### src/rtl/status_ctl_pkg.sv
// Shared constants, field layouts and types of the processor status control block.
// Assumes a single core clock domain and a word-wide Avalon-MM register port.
//
// Operation
// RULE_01 - Instruction-enable bit 17 set: enable/disable-interrupt instructions work in all modes.
// RULE_02 - Instruction-enable clear: those instructions do nothing outside kernel mode.
// RULE_03 - Enable-interrupts sets, disable-interrupts clears enable-of-enable bit 16.
// RULE_04 - Enable-of-enable at zero blocks every maskable interrupt.
// RULE_05 - Interrupts enabled only with global enable, enable-of-enable, both levels clear.
// RULE_06 - Mask bits 15 and 11:10 gate sources; taken when enabled, masked, pending.
// RULE_07 - Mask bit 15 is the timer, bits 11:10 the two external lines.
// RULE_08 - Unmasked bus error records its address and raises a bus error exception.
// RULE_09 - Masked bus error does nothing; hardware sets the mask on an unmasked one.
// RULE_10 - User mode when privilege field is 10 and both levels clear.
// RULE_11 - Supervisor mode when privilege field is 01 and both levels clear.
// RULE_12 - Kernel mode when privilege field is 00 or either level is set.
// RULE_13 - Error level set by level-2 exceptions and reads one after reset.
// RULE_14 - Exception level set by every other exception taken.
// RULE_15 - Reserved status bits always read zero; software writes zero there.
// RULE_16 - Serial-debug assertion raises a debug exception only while error level clear.
// RULE_17 - Kernel region kernel only, supervisor region kernel or supervisor, user all.
// RULE_18 - Every non-reserved status bit is readable and writable by software.
// RULE_19 - A status write takes effect from the following cycle onward.
// RULE_20 - Only error level is forced to one at reset; other fields unconstrained. The code also resets boot_vec bit 22 to one.

package status_ctl_pkg;

  // Register byte offsets on the bus.
  localparam int unsigned ADDR_W       = 4;
  localparam logic [3:0]  OFS_STATUS   = 4'h0;
  localparam logic [3:0]  OFS_BAD_PHYSICAL_ADDRESS_REG = 4'h4;
  localparam logic [3:0]  OFS_STATE    = 4'h8;

  // Writable bits and reset image of the status register.
  localparam logic [31:0] STATUS_WMASK = 32'hf4c79c1f;
  localparam logic [31:0] STATUS_RESET = 32'h00400004;
  localparam logic [31:0] BADPA_RESET  = 32'h00000000;

  // Privilege field encodings.
  localparam logic [1:0] PRIV_KERNEL = 2'h0;
  localparam logic [1:0] PRIV_SUPER  = 2'h1;
  localparam logic [1:0] PRIV_USER   = 2'h2;

  // Layout of the read-only state word.
  localparam int unsigned ST_INTR_EN = 0;
  localparam int unsigned ST_MODE_LO = 4;
  localparam int unsigned ST_PEND_LO = 8;
  localparam int unsigned ST_SDBG    = 12;
  localparam int unsigned NUM_SRC    = 3;

  // Status register as seen by the logic, bit 31 first.
  typedef struct packed {
    logic [3:0] cop_usable;
    logic       rsv27;
    logic       fp_regs;
    logic [1:0] rsv25_24;
    logic       dbg_vec;
    logic       boot_vec;
    logic [2:0] rsv21_19;
    logic       cache_hit;
    logic       intr_instr_enable;
    logic       enable_of_enable;
    logic       intr_mask_timer;
    logic [1:0] rsv14_13;
    logic       bus_error_mask;
    logic [1:0] intr_mask_ext;
    logic [4:0] rsv9_5;
    logic [1:0] privilege_field;
    logic       error_level;
    logic       exception_level;
    logic       global_intr_enable;
  } status_t;

  // Operating mode, one-hot; reserved covers privilege field 11.
  typedef enum logic [3:0] {
    MODE_KERNEL = 4'b0001,
    MODE_SUPER  = 4'b0010,
    MODE_USER   = 4'b0100,
    MODE_RSVD   = 4'b1000
  } mode_t;

  // Address region of an access query.
  typedef enum logic [1:0] {
    REGION_KERNEL = 2'h0,
    REGION_SUPER  = 2'h1,
    REGION_USER   = 2'h2
  } region_t;

endpackage

### src/rtl/status_ctl.sv
// Processor status control: status register, interrupt gating, mode decode,
// bus-error masking and serial-debug exception gating.
// Assumes core event inputs are one-cycle pulses on the core clock and the
// external interrupt and serial-debug pins are asynchronous levels.
//
// The register offsets and the Avalon-MM register port were left to the implementer.
`timescale 1ns/1ps
`default_nettype none

module status_ctl (
  // Clock and reset.
  input  wire logic                                  sys_clk_in,
  input  wire logic                                  nrst_in,
  // Avalon-MM register port.
  input  wire logic [status_ctl_pkg::ADDR_W-1:0]     avs_address_in,
  input  wire logic                                  avs_read_in,
  input  wire logic                                  avs_write_in,
  input  wire logic [31:0]                           avs_writedata_in,
  input  wire logic [3:0]                            avs_byteenable_in,
  output logic [31:0]                                avs_readdata_out,
  output logic                                       avs_waitrequest_out,
  // Core instruction and exception events.
  input  wire logic                                  enable_interrupts_instr_in,
  input  wire logic                                  disable_interrupts_instr_in,
  input  wire logic                                  level2_exc_taken_in,
  input  wire logic                                  general_exc_taken_in,
  input  wire logic                                  bus_error_in,
  input  wire logic [31:0]                           bus_error_addr_in,
  // Interrupt sources.
  input  wire logic                                  timer_intr_in,
  input  wire logic [1:0]                            ext_intr_in,
  input  wire logic                                  serial_debug_input_in,
  // Address region query.
  input  wire status_ctl_pkg::region_t               access_region_in,
  // Results to the core.
  output logic [status_ctl_pkg::NUM_SRC-1:0]         intr_take_out,
  output logic                                       intr_req_out,
  output logic                                       bus_error_exc_out,
  output logic                                       serial_debug_exc_out,
  output status_ctl_pkg::mode_t                      mode_out,
  output logic                                       access_ok_out
);
  import status_ctl_pkg::*;

  status_t              status_ff;
  status_t              nxt_status;
  logic [31:0]          bad_physical_address_reg_ff;
  logic [31:0]          nxt_bad_physical_address_reg;
  logic                 bus_error_exc_ff;
  logic                 nxt_bus_error_exc;
  logic                 serial_debug_exc_ff;
  logic                 nxt_serial_debug_exc;
  logic                 sdbg_prev_ff;
  logic [NUM_SRC-1:0]   intr_take_ff;
  logic [NUM_SRC-1:0]   nxt_intr_take;
  logic                 access_ok_ff;
  logic                 rd_valid_ff;
  logic                 nxt_rd_valid;
  logic [31:0]          readdata_ff;
  logic [31:0]          nxt_readdata;
  logic [1:0]           ext_sync;
  logic                 sdbg_sync;
  logic [NUM_SRC-1:0]   intr_pending_bits;
  logic [NUM_SRC-1:0]   intr_mask_bits;
  logic                 intr_enabled;
  logic                 instr_permitted;
  logic                 wr_status;
  logic [31:0]          lane_mask;
  logic [31:0]          state_word;
  logic                 access_ok;
  mode_t                mode;

  // Asynchronous pins pass two flip-flops first.
  pin_sync #(.WIDTH(3)) u_pin_sync (
    .sys_clk_in (sys_clk_in),
    .nrst_in    (nrst_in),
    .pin_in     ({serial_debug_input_in, ext_intr_in}),
    .sync_out   ({sdbg_sync, ext_sync})
  );

  // Mode and region permission come from the registered status.
  mode_decode u_mode_decode (
    .privilege_field_in (status_ff.privilege_field),
    .exception_level_in (status_ff.exception_level),
    .error_level_in     (status_ff.error_level),
    .region_in          (access_region_in),
    .mode_out           (mode),
    .access_ok_out      (access_ok)
  );

  // Interrupt source mapping and the combined enable condition.
  assign intr_pending_bits = {timer_intr_in, ext_sync}; // RULE_07
  assign intr_mask_bits    = {status_ff.intr_mask_timer, status_ff.intr_mask_ext}; // RULE_07
  assign intr_enabled      = status_ff.global_intr_enable && status_ff.enable_of_enable &&
                             !status_ff.exception_level && !status_ff.error_level; // RULE_04 RULE_05
  assign instr_permitted   = status_ff.intr_instr_enable || (mode == MODE_KERNEL); // RULE_01 RULE_02

  // Bus decode; byte enables select which lanes a write touches.
  assign wr_status = avs_write_in && (avs_address_in == OFS_STATUS);
  assign lane_mask = {{8{avs_byteenable_in[3]}}, {8{avs_byteenable_in[2]}},
                      {8{avs_byteenable_in[1]}}, {8{avs_byteenable_in[0]}}};

  // Read-only view of the live state.
  always_comb
  begin
    state_word = '0;
    state_word[ST_INTR_EN] = intr_enabled;
    state_word[ST_MODE_LO +: 4] = mode;
    state_word[ST_PEND_LO +: NUM_SRC] = intr_pending_bits;
    state_word[ST_SDBG] = sdbg_sync;
  end

  // Status update: software write first, hardware events after so they win.
  always_comb
  begin
    nxt_status = status_ff;
    nxt_bad_physical_address_reg = bad_physical_address_reg_ff;
    nxt_bus_error_exc = 1'b0;
    if (wr_status)
      nxt_status = status_t'((status_ff & ~lane_mask) |
                             (avs_writedata_in & lane_mask & STATUS_WMASK)); // RULE_18
    if (enable_interrupts_instr_in && instr_permitted)
      nxt_status.enable_of_enable = 1'b1; // RULE_03
    else if (disable_interrupts_instr_in && instr_permitted)
      nxt_status.enable_of_enable = 1'b0; // RULE_03
    if (bus_error_in && !status_ff.bus_error_mask)
    begin
      nxt_bad_physical_address_reg = bus_error_addr_in; // RULE_08
      nxt_bus_error_exc = 1'b1; // RULE_08
      nxt_status.bus_error_mask = 1'b1; // RULE_09
    end
    if (level2_exc_taken_in)
      nxt_status.error_level = 1'b1; // RULE_13
    if (general_exc_taken_in)
      nxt_status.exception_level = 1'b1; // RULE_14
  end

  // Interrupt take and serial-debug exception decisions.
  always_comb
  begin
    nxt_intr_take = intr_pending_bits & intr_mask_bits & {NUM_SRC{intr_enabled}}; // RULE_06
    nxt_serial_debug_exc = sdbg_sync && !sdbg_prev_ff && !status_ff.error_level; // RULE_16
  end

  // Bus read: first cycle captures data, second cycle answers.
  always_comb
  begin
    nxt_rd_valid = avs_read_in && !rd_valid_ff;
    nxt_readdata = readdata_ff;
    if (avs_read_in && !rd_valid_ff)
    begin
      case (avs_address_in)
        OFS_STATUS:   nxt_readdata = status_ff; // RULE_15
        OFS_BAD_PHYSICAL_ADDRESS_REG: nxt_readdata = bad_physical_address_reg_ff;
        OFS_STATE:    nxt_readdata = state_word;
        default:      nxt_readdata = '0;
      endcase
    end
  end

  // State registers; status resets with only error level and vector select at one.
  always_ff @(posedge sys_clk_in or negedge nrst_in)
  begin
    if (!nrst_in)
    begin
      status_ff <= status_t'(STATUS_RESET); // RULE_20
      bad_physical_address_reg_ff <= BADPA_RESET;
      bus_error_exc_ff <= 1'b0;
      serial_debug_exc_ff <= 1'b0;
      sdbg_prev_ff <= 1'b0;
      intr_take_ff <= '0;
      access_ok_ff <= 1'b0;
      rd_valid_ff <= 1'b0;
      readdata_ff <= '0;
    end
    else
    begin
      status_ff <= nxt_status; // RULE_19
      bad_physical_address_reg_ff <= nxt_bad_physical_address_reg;
      bus_error_exc_ff <= nxt_bus_error_exc;
      serial_debug_exc_ff <= nxt_serial_debug_exc;
      sdbg_prev_ff <= sdbg_sync;
      intr_take_ff <= nxt_intr_take;
      access_ok_ff <= access_ok;
      rd_valid_ff <= nxt_rd_valid;
      readdata_ff <= nxt_readdata;
    end
  end

  // Outputs.
  assign avs_readdata_out     = readdata_ff;
  assign avs_waitrequest_out  = avs_read_in && !rd_valid_ff;
  assign intr_take_out        = intr_take_ff;
  assign intr_req_out         = |intr_take_ff;
  assign bus_error_exc_out    = bus_error_exc_ff;
  assign serial_debug_exc_out = serial_debug_exc_ff;
  assign mode_out             = mode;
  assign access_ok_out        = access_ok_ff;

  // Checks on the block's own behaviour.
  property p_en_any_mode;
    @(posedge sys_clk_in) disable iff (!nrst_in)
      enable_interrupts_instr_in && status_ff.intr_instr_enable |=> status_ff.enable_of_enable;
  endproperty
  a_en_any_mode: assert property (p_en_any_mode) // RULE_01
    else $error("Enable instruction ignored");

  property p_dis_noop;
    @(posedge sys_clk_in) disable iff (!nrst_in)
      disable_interrupts_instr_in && !status_ff.intr_instr_enable && mode != MODE_KERNEL &&
      !wr_status |=> $stable(status_ff.enable_of_enable);
  endproperty
  a_dis_noop: assert property (p_dis_noop) // RULE_02
    else $error("Disable instruction acted outside kernel");

  property p_dis_kernel;
    @(posedge sys_clk_in) disable iff (!nrst_in)
      disable_interrupts_instr_in && !enable_interrupts_instr_in && mode == MODE_KERNEL
      |=> !status_ff.enable_of_enable;
  endproperty
  a_dis_kernel: assert property (p_dis_kernel) // RULE_03
    else $error("Disable instruction failed in kernel");

  property p_eoe_blocks;
    @(posedge sys_clk_in) disable iff (!nrst_in)
      !status_ff.enable_of_enable |=> intr_take_out == '0;
  endproperty
  a_eoe_blocks: assert property (p_eoe_blocks) // RULE_04
    else $error("Interrupt taken with enable-of-enable clear");

  property p_take_cause;
    @(posedge sys_clk_in) disable iff (!nrst_in)
      intr_req_out |-> $past(intr_enabled) && |($past(intr_mask_bits) & intr_take_out);
  endproperty
  a_take_cause: assert property (p_take_cause) else $error("Interrupt taken without enable"); // RULE_06

  property p_berr_record;
    @(posedge sys_clk_in) disable iff (!nrst_in)
      bus_error_in && !status_ff.bus_error_mask |=>
      bus_error_exc_out && status_ff.bus_error_mask &&
      bad_physical_address_reg_ff == $past(bus_error_addr_in);
  endproperty
  a_berr_record: assert property (p_berr_record) else $error("Bus error not recorded"); // RULE_08

  property p_berr_masked;
    @(posedge sys_clk_in) disable iff (!nrst_in)
      bus_error_in && status_ff.bus_error_mask |=>
      !bus_error_exc_out && $stable(bad_physical_address_reg_ff);
  endproperty
  a_berr_masked: assert property (p_berr_masked) else $error("Masked bus error acted"); // RULE_09

  property p_user_mode;
    @(posedge sys_clk_in) disable iff (!nrst_in)
      mode == MODE_USER |-> status_ff.privilege_field == PRIV_USER &&
      !status_ff.exception_level && !status_ff.error_level;
  endproperty
  a_user_mode: assert property (p_user_mode) else $error("User mode decode wrong"); // RULE_10

  property p_kernel_mode;
    @(posedge sys_clk_in) disable iff (!nrst_in)
      status_ff.exception_level || status_ff.error_level |-> mode == MODE_KERNEL;
  endproperty
  a_kernel_mode: assert property (p_kernel_mode) else $error("Kernel mode not forced"); // RULE_12

  property p_levels_set;
    @(posedge sys_clk_in) disable iff (!nrst_in)
      general_exc_taken_in |=> status_ff.exception_level;
  endproperty
  a_levels_set: assert property (p_levels_set) else $error("Exception level not set"); // RULE_14

  // Level-2 exceptions always leave the error level set.
  property p_erl_set;
    @(posedge sys_clk_in) disable iff (!nrst_in)
      level2_exc_taken_in |=> status_ff.error_level;
  endproperty
  a_erl_set: assert property (p_erl_set) else $error("Error level not set"); // RULE_13

  property p_rsv_zero;
    @(posedge sys_clk_in) disable iff (!nrst_in)
      avs_read_in && !rd_valid_ff && avs_address_in == OFS_STATUS |=>
      (avs_readdata_out & ~STATUS_WMASK) == '0;
  endproperty
  a_rsv_zero: assert property (p_rsv_zero) else $error("Reserved bits read nonzero"); // RULE_15

  property p_sdbg_gate;
    @(posedge sys_clk_in) disable iff (!nrst_in)
      serial_debug_exc_out |-> !$past(status_ff.error_level, 1);
  endproperty
  a_sdbg_gate: assert property (p_sdbg_gate) // RULE_16
    else $error("Debug exception with error level set");

  property p_region;
    @(posedge sys_clk_in) disable iff (!nrst_in)
      access_region_in == REGION_KERNEL && mode != MODE_KERNEL |=> !access_ok_out;
  endproperty
  a_region: assert property (p_region) else $error("Kernel region open outside kernel"); // RULE_17

  c_intr_taken: cover property (@(posedge sys_clk_in) disable iff (!nrst_in) intr_req_out);
  c_bus_error: cover property (@(posedge sys_clk_in) disable iff (!nrst_in) bus_error_exc_out);
  c_sdbg_exc: cover property (@(posedge sys_clk_in) disable iff (!nrst_in) serial_debug_exc_out);
  c_user_mode: cover property (@(posedge sys_clk_in) disable iff (!nrst_in) mode == MODE_USER);

endmodule

`default_nettype wire

### src/rtl/pin_sync.sv
// Two-stage synchroniser for pins that arrive from outside the core clock.
// Assumes the pins are static levels sampled by the core clock.
`timescale 1ns/1ps
`default_nettype none

module pin_sync #(
  parameter int unsigned WIDTH = 1
) (
  // Clock and reset.
  input  wire logic             sys_clk_in,
  input  wire logic             nrst_in,
  // Pin levels and their synchronised copies.
  input  wire logic [WIDTH-1:0] pin_in,
  output logic      [WIDTH-1:0] sync_out
);

  logic [WIDTH-1:0] meta_ff;
  logic [WIDTH-1:0] sync_ff;

  // Only the second stage reads the first.
  always_ff @(posedge sys_clk_in or negedge nrst_in)
  begin
    if (!nrst_in)
    begin
      meta_ff <= '0;
      sync_ff <= '0;
    end
    else
    begin
      meta_ff <= pin_in;
      sync_ff <= meta_ff;
    end
  end

  assign sync_out = sync_ff;

endmodule

`default_nettype wire

### src/rtl/mode_decode.sv
// Operating mode decoder and address-region permission check.
// Assumes the status fields come straight from the status register.
`timescale 1ns/1ps
`default_nettype none

module mode_decode (
  // Status fields.
  input  wire logic [1:0]            privilege_field_in,
  input  wire logic                  exception_level_in,
  input  wire logic                  error_level_in,
  // Access query.
  input  wire status_ctl_pkg::region_t region_in,
  // Results.
  output status_ctl_pkg::mode_t      mode_out,
  output logic                       access_ok_out
);
  import status_ctl_pkg::*;

  // Either level forces kernel; otherwise the privilege field decides.
  always_comb
  begin
    if (exception_level_in || error_level_in)
      mode_out = MODE_KERNEL; // RULE_12
    else
    begin
      case (privilege_field_in)
        PRIV_KERNEL: mode_out = MODE_KERNEL; // RULE_12
        PRIV_SUPER:  mode_out = MODE_SUPER; // RULE_11
        PRIV_USER:   mode_out = MODE_USER; // RULE_10
        default:    mode_out = MODE_RSVD;
      endcase
    end
  end

  // Reserved mode is treated as least privileged.
  always_comb
  begin
    case (region_in)
      REGION_KERNEL: access_ok_out = (mode_out == MODE_KERNEL); // RULE_17
      REGION_SUPER:  access_ok_out = (mode_out == MODE_KERNEL) || (mode_out == MODE_SUPER); // RULE_17
      REGION_USER:   access_ok_out = 1'b1; // RULE_17
      default:       access_ok_out = 1'b0;
    endcase
  end

endmodule

`default_nettype wire

### config.mk
export PLATFORM = sky130hd
export DESIGN_NAME = status_ctl
export DESIGN_NICKNAME = d
export VERILOG_FILES = /design/src/rtl/status_ctl_pkg.sv /design/src/rtl/status_ctl.sv /design/src/rtl/pin_sync.sv /design/src/rtl/mode_decode.sv
export SDC_FILE = /design/constraint.sdc
export NUM_CORES = 1
export LEC_CHECK = 0
export ABC_AREA = 1
export BUFFER_PORTS_ARGS = -buffer_cell sky130_fd_sc_hd__buf_2
export CAP_MARGIN = 5
export CORE_MARGIN = 2
export CORE_UTILIZATION = 35
export DETAILED_ROUTE_END_ITERATION = 12
export SYNTH_ARGS = -nofsm -noshare
export SYNTH_HDL_FRONTEND = slang
export SYNTH_HIERARCHICAL = 1
export SYNTH_SLANG_ARGS = --single-unit
### constraint.sdc
create_clock -name sys_clk_in -period 1.5 [get_ports sys_clk_in]
set_input_delay 0.225 -clock sys_clk_in [delete_from_list [all_inputs] [get_ports sys_clk_in]]
set_output_delay 0.225 -clock sys_clk_in [all_outputs]
set_load 0.02 [all_outputs]
==> results.md, run 1 <==
* Outcome: finished with violations
* Failing checks: setup timing
* Vias in the first global route at around 4000
* Main synth FF type: dfrtp_1
* Multi-input logic area at ~1700 um^2
* Worst-Margin Slew at slightly below 0.5 ns
* Post-DP HPWL at 8720 um
* Peak Freq at 667 MHz
* Post-synth top cells: nand2_1, dfrtp_1, nand3_1, inv_1, nor2_1
* Register area at approximately 2800 um^2
* Layout cells sized above 1 at 0.269
* DR vias at around 4000
* Max clock buf depth at 2
* Worst slack, placed at around 0.19 ns
* Setup CP Type: reg2out
* Max transition margin at 0.676
* Register area share after synthesis at 0.579
* Count leader, synth: nand2_1
* Yosys cell types at 23
* Top post-synthesis cells by area: dfrtp_1, nand2_1, nand3_1
* Power Total at 7.81 mW
* Chip height at between 100 and 150 um
* Vias per cell at around 4.6
* Synthesis-stage register bit count at 110
* Largest stage delay on the critical path at around 0.41 ns
* # IOs at roughly 130
* Max-slew violations at 0
* Fill count at approximately 1300
* CP Launch Type: register
* Yosys top cell area share at 0.568
* Die W at about 120 um
* Worst path arrival time at about 1.3 ns
* Post-Synthesis Cell Area at around 4800 um^2
* First-pass GRT wire length at between 15000 and 20000 um
* Area growth, synth to finish at 26.7%
* Worst vdd ir at 0.000718 V
* Crit path depth at 4
* Routability Congestion at around 0.8
* Crit path max-delay cell type: dfrtp_1
* FP Rows at 42
* Starting density of the core at 0.360
* Hold Path Class: in2reg
* Final instance area at 6030 um^2
* Dominant cell type by area after synthesis: dfrtp_1
* CP endpoint kind: primary output
* Final worst slack at -0.000105 ns
* Clk Latency, worst-skew pair at 0.34 ns
* Clk slew on worst S/H paths at 0.07 ns
* Clk root buf: clkbuf_16
* IO Port Bufs at around 120
* Drt total wl at 12000 um
* CTS sink cnt at between 100 and 150
* Core Area at between 10000 and 15000 um^2
* Ys async rst share at 1.00
* CTS tree: built
* Largest net degree at the start of global routing at 40
* GRT Resource Usage Total at 0.174
* DR pass1 iterations at 4
* Initial antenna violation count at 0
* Critical Path RT at roughly 1.3 ns
* CTS H-Tree Depth at 3
* Num CTS Buffers at 9
* R2R depth at 9
* WL per Instance at roughly 14 um
* Antenna cells at 0
* Final ANT Viol Nets at 0
* CP Buf/Inv Count at 1
* Hold path cells at 2
* Final setup fails at 1
* Crit share post-route at 1.00
* LEAKAGE at 3.32 nW
* Die area at 14600 um^2
* Crit-path cells: nor2_4 > nand2_1 > nor2_2 > buf_6
* Remaining DRCs at 0
* Area of placed instances at between 5000 and 6000 um^2
* Worst Skew at around 0.0053 ns
* Grt total ovfl at 0
* Tmin final at about 1.5 ns
* Final net count at just under 800
* Hold Vio Cnt, Final at 0
* Syn Area/Cell at about 8.5 um^2
* Starting DRT DRC Count at about 160
* Critical Path Fanout Max at 4
* Number of synthesis warnings at 6
* Power Dens Cells at 1290 nW/um^2
* Syn nets at between 600 and 700
* Mapped Cells at 563
* EDFF count, synth at 0
* Crit-path leading delay family: flip-flops
* RSZ-0062 raised after global routing: yes
* Max cap viols at 0
repair_timing:
item / in CTS / in global routing
setup buffers: 2 / 1
resized for setup: 14 / 5
hold buffers: 4 / 0
pin swaps: 0 / 1
hold endpoints to repair: 23 / 0
setup endpoints to repair: 3 / 5
routing by layer:
metal | wire length [um] | up-vias | global-route usage | part of all wire
met2 | 5920 | 92 | 0.281 | 0.49
met4 | 210 | 0 | 0.0719 | 0.017
met1 | 5300 | 1892 | 0.235 | 0.44
met3 | 619 | 14 | 0.0250 | 0.051
met5 | 0 | - | 0 | 0
li1 | - | 1988 | - | -
through the flow:
step,instances,hold slack [ns],TNS [ns],utilization
after floorplan,563,-0.0706,0,-
after global placement,849,0.166,0,0.423
after detailed placement,849,0.171,0,0.423
after CTS,870,0.0663,0,0.454
after global routing,871,0.0760,-0.102,0.455
final,871,0.0749,-0.000105,0.455
layout by cell type, fill, tap and decap left out:
master         instances
clkbuf_8               3
buf_4                 15
dlygate4sd3_1          4
clkinvlp_4             1
inv_1                 44
o21ai_2                8
nand3b_1               3
dfstp_2                2
clkbuf_16              9
nor2_2                 5
nand2_2                2
nand3_1               50
nor2_8                 1
o21ai_0               18
bufinv_16              1
o21ai_1               10
buf_2                111
nand2_1              243
nor2_1                29
buf_12                 4
clkinv_2               2
dfrtp_1              106
nor2_4                10
buf_6                  4
nand2_4                2
or3_1                  1
nand3_4                1
dfrtp_2                2
inv_2                  4
cell type report:
| cell class | instances | share of cell area |
|---|---|---|
| flip-flops and latches | 110 | 0.457 |
| well taps | 176 | 0.0365 |
| clock buffers | 12 | 0.0442 |
| inverters | 49 | 0.0307 |
| multi-input cells | 383 | 0.286 |
| repair buffers | 138 | 0.138 |
| clock inverters | 3 | 0.00705 |
worst paths after layout:
| kind | from | end | slack (ns) |
|---|---|---|---|
| setup / recovery | status_ff[1]$_DFFE_PN0P_ | mode_out[1] | -0.0001 |
| hold / removal | general_exc_taken_in | status_ff[1]$_DFFE_PN0P_ | 0.07 |
| setup reg to reg | status_ff[2]$_DFFE_PN1P_ | status_ff[16]$_DFFE_PN0P_ | 0.20 |
| hold reg to reg | u_pin_sync/meta_ff[0]$_DFF_PN0_ | u_pin_sync/sync_out[0]$_DFF_PN0_ | 0.35 |
| max in group asynchronous | nrst_in | async pin | 0.59 |
| min in group asynchronous | nrst_in | u_pin_sync/meta_ff[1]$_DFF_PN0_ | 0.34 |
power breakdown:
group / total, mW / internal (mW) / leakage [nW] / switching, mW
Sequential: 3.93 / 3.62 / 1.39 / 0.313
Combinational: 1.42 / 0.523 / 1.77 / 0.901
Clock: 2.45 / 1.42 / 0.151 / 1.03
Total: 7.81 / 5.56 / 3.32 / 2.24
worst register-to-register path, cell delays in order, from the launching register on:
cell and delay [ns]:
dfstp_2 0.56, nor2_4 0.06, nand2_4 0.09, nor2_4 0.05
nor2_1 0.09, nand3b_1 0.10, nand2_1 0.09, nand2_1 0.05
nand2_1 0.06, nand2_1 0.04
cells by family after synthesis:
group                  synth area share
and+or+nand+nor                   0.311
buffers and inverters            0.0667
DFF                               0.579
AOI/OAI and AO/OA                0.0441
(Power assumes the default switching activity.)
==> run 2: changes to the inputs <==
==> constraint.sdc (replaced) <==
create_clock -name sys_clk_in -period 1.5 [get_ports sys_clk_in]
set_input_delay 0.3 -clock sys_clk_in [delete_from_list [all_inputs] [get_ports sys_clk_in]]
set_output_delay 0.3 -clock sys_clk_in [all_outputs]
set_load 0.02 [all_outputs]
==> results.md, run 2 (synthesized netlist as in run 1, its figures left out) <==
* Chip height at 121 um (unchanged)
* DR vias at 3978 (-0.20%)
* Max cap viols at 0 (unchanged)
* Worst Skew at 0.00780 ns (+0.00247 ns)
* Max clock buf depth at 2 (unchanged)
* Max transition margin at 0.785 (+0.109)
* Starting DRT DRC Count at 168 (+6.3%)
* Core Area at 13200 um^2 (unchanged)
* Die area at 14600 um^2 (unchanged)
* Failing checks: setup timing
* Final setup fails at 5 (+4)
* CTS sink cnt at 110 (unchanged)
* Die W at 121 um (unchanged)
* Worst-Margin Slew at 0.322 ns (-0.164 ns)
* Critical Path Fanout Max at 4 (unchanged)
* Worst path arrival time at 1.27 ns (about the same)
* CTS tree: built
* Area of placed instances at 5610 um^2 (about the same)
* Highest-count cells in the layout ignoring fill and taps: nand2_1, buf_2, dfrtp_1
* Post-DP HPWL at 8700 um (-0.23%)
* Tmin final at 1.57 ns (+0.0686 ns)
* Num CTS Buffers at 9 (unchanged)
* Worst slack, placed at 0.106 ns (-0.0817 ns)
* Hold Path Class: in2reg
* DR pass1 iterations at 4 (unchanged)
* TNS Setup at -0.227 ns (-0.227 ns)
* Initial antenna violation count at 0 (unchanged)
* Grt total ovfl at 0 (unchanged)
* WL per Instance at 14.1 um (+2.1%)
* Largest net degree at the start of global routing at 43 (+7.5%)
* Drt total wl at 12300 um (+2.3%)
* Final worst slack at -0.0687 ns (-0.0686 ns)
* Power Dens Cells at 1300 nW/um^2 (+0.30%)
* Final net count at 778 (unchanged)
* Critical path endpoint: mode_out[1]
* Vias per cell at 4.56 (-0.32%)
* Setup CP Type: reg2out
* R2R depth at 10 (+1)
* R2R Setup Slk at 0.08 ns (-0.12 ns)
* Layout cells sized above 1 at 0.276 (+0.00680)
* Remaining DRCs at 0 (unchanged)
* Antenna cells at 0 (unchanged)
* CTS H-Tree Depth at 3 (unchanged)
* FF-to-FF End: status_ff[16]$_DFFE_PN0P_
* Worst vdd ir at 0.000522 V (-27%)
* Power Total at 7.85 mW (+0.57%)
* Final ANT Viol Nets at 0 (unchanged)
* First-pass GRT wire length at 20000 um (+1.6%)
* IO Port Bufs at 117 (unchanged)
* R2R Path Start: status_ff[2]$_DFFE_PN1P_
* CP Launch Type: register
* Clk root buf: clkbuf_16
* Starting density of the core at 0.360 (unchanged)
* Vias in the first global route at 4017 (+0.32%)
* Crit share post-route at 1.05 (+0.0457)
* LEAKAGE at 3.32 nW (+0.15%)
* CP endpoint kind: primary output
* # IOs at 131 (unchanged)
* Outcome: finished with violations
* Hold Vio Cnt, Final at 0 (unchanged)
* Clk Latency, worst-skew pair at 0.35 ns (about the same)
* Peak Freq at 637 MHz (-4.4%)
* GRT Resource Usage Total at 0.177 (+0.00275)
* Final instance area at 6050 um^2 (+0.27%)
* Area growth, synth to finish at 27.0%
* Commonest non-fill, non-tap cell in the layout: nand2_1
* FP Rows at 42 (unchanged)
* Hold_ws at 0.0479 ns (-0.0270 ns)
* Clk slew on worst S/H paths at 0.08 ns (about the same)
* Setup crit start: status_ff[1]$_DFFE_PN0P_
* Max-slew violations at 0 (unchanged)
* Critical Path RT at 1.20 ns (-0.07 ns)
* RSZ-0062 raised after global routing: yes
* Routability Congestion at 0.819 (+2.4%)
## run 2: cell types whose count changed in the layout (fill, tap and decap cells not counted), sizes merged
cell / before / now
dlygate4sd3: 4 / 1
clkinv: 2 / 3
buf: 134 / 137
inv: 48 / 51
clkbuf: 12 / 9
## run 2: power breakdown
group	internal, mW	switching (mW)
logic	0.521	0.913
clock network	1.32	1.15
registers	3.62	0.321
total	5.46	2.39
## run 2: final cells by class
cell class,instances,area [um^2]
Sequential cell,110,2760
Multi-Input combinational cell,383,1740
Clock inverter,7,81.3
Tap cell,176,220
Fill cell,1379,7190
Inverter,49,185
Timing Repair Buffer,138,842
Clock buffer,9,225
## run 2: how the worst min path moves through the flow
stage	startpoint	end	slack, ns	cells past startpoint
floorplan	nrst_in	async pin	0.004	0
global placement	nrst_in	u_pin_sync/meta_ff[1]$_DFF_PN0_	0.21	1
detailed placement	nrst_in	u_pin_sync/meta_ff[1]$_DFF_PN0_	0.21	1
CTS	ext_intr_in[1]	u_pin_sync/meta_ff[1]$_DFF_PN0_	0.04	1
global route	ext_intr_in[1]	u_pin_sync/meta_ff[1]$_DFF_PN0_	0.04	1
finish	ext_intr_in[0]	u_pin_sync/meta_ff[0]$_DFF_PN0_	0.05	1
## run 2: repair_timing
action / in CTS / in global routing
hold buffers: 1 / 0
setup buffers: 5 / 2
hold endpoints to repair: 18 / 0
gates resized for setup: 17 / 5
pin swaps: 0 / 2
setup endpoints to repair: 5 / 6
## run 2: per-stage QoR
step | util | std cells
floorplan | - | 563
global placement | 0.423 | 848
detailed placement | 0.423 | 848
CTS | 0.454 | 870
global route | 0.457 | 872
finish | 0.457 | 872
## run 2: layer usage
layer | part of all wire | track usage
met5 | 0 | 0
met4 | 0.012 | 0.0610
met3 | 0.053 | 0.0316
met2 | 0.48 | 0.287
met1 | 0.45 | 0.239
## run 2: critical path: stages (launching register included)
cell	delay, ns
dfrtp_1	0.41
nor2_4	0.16
nand2_1	0.08
nor2_2	0.13
buf_6	0.14
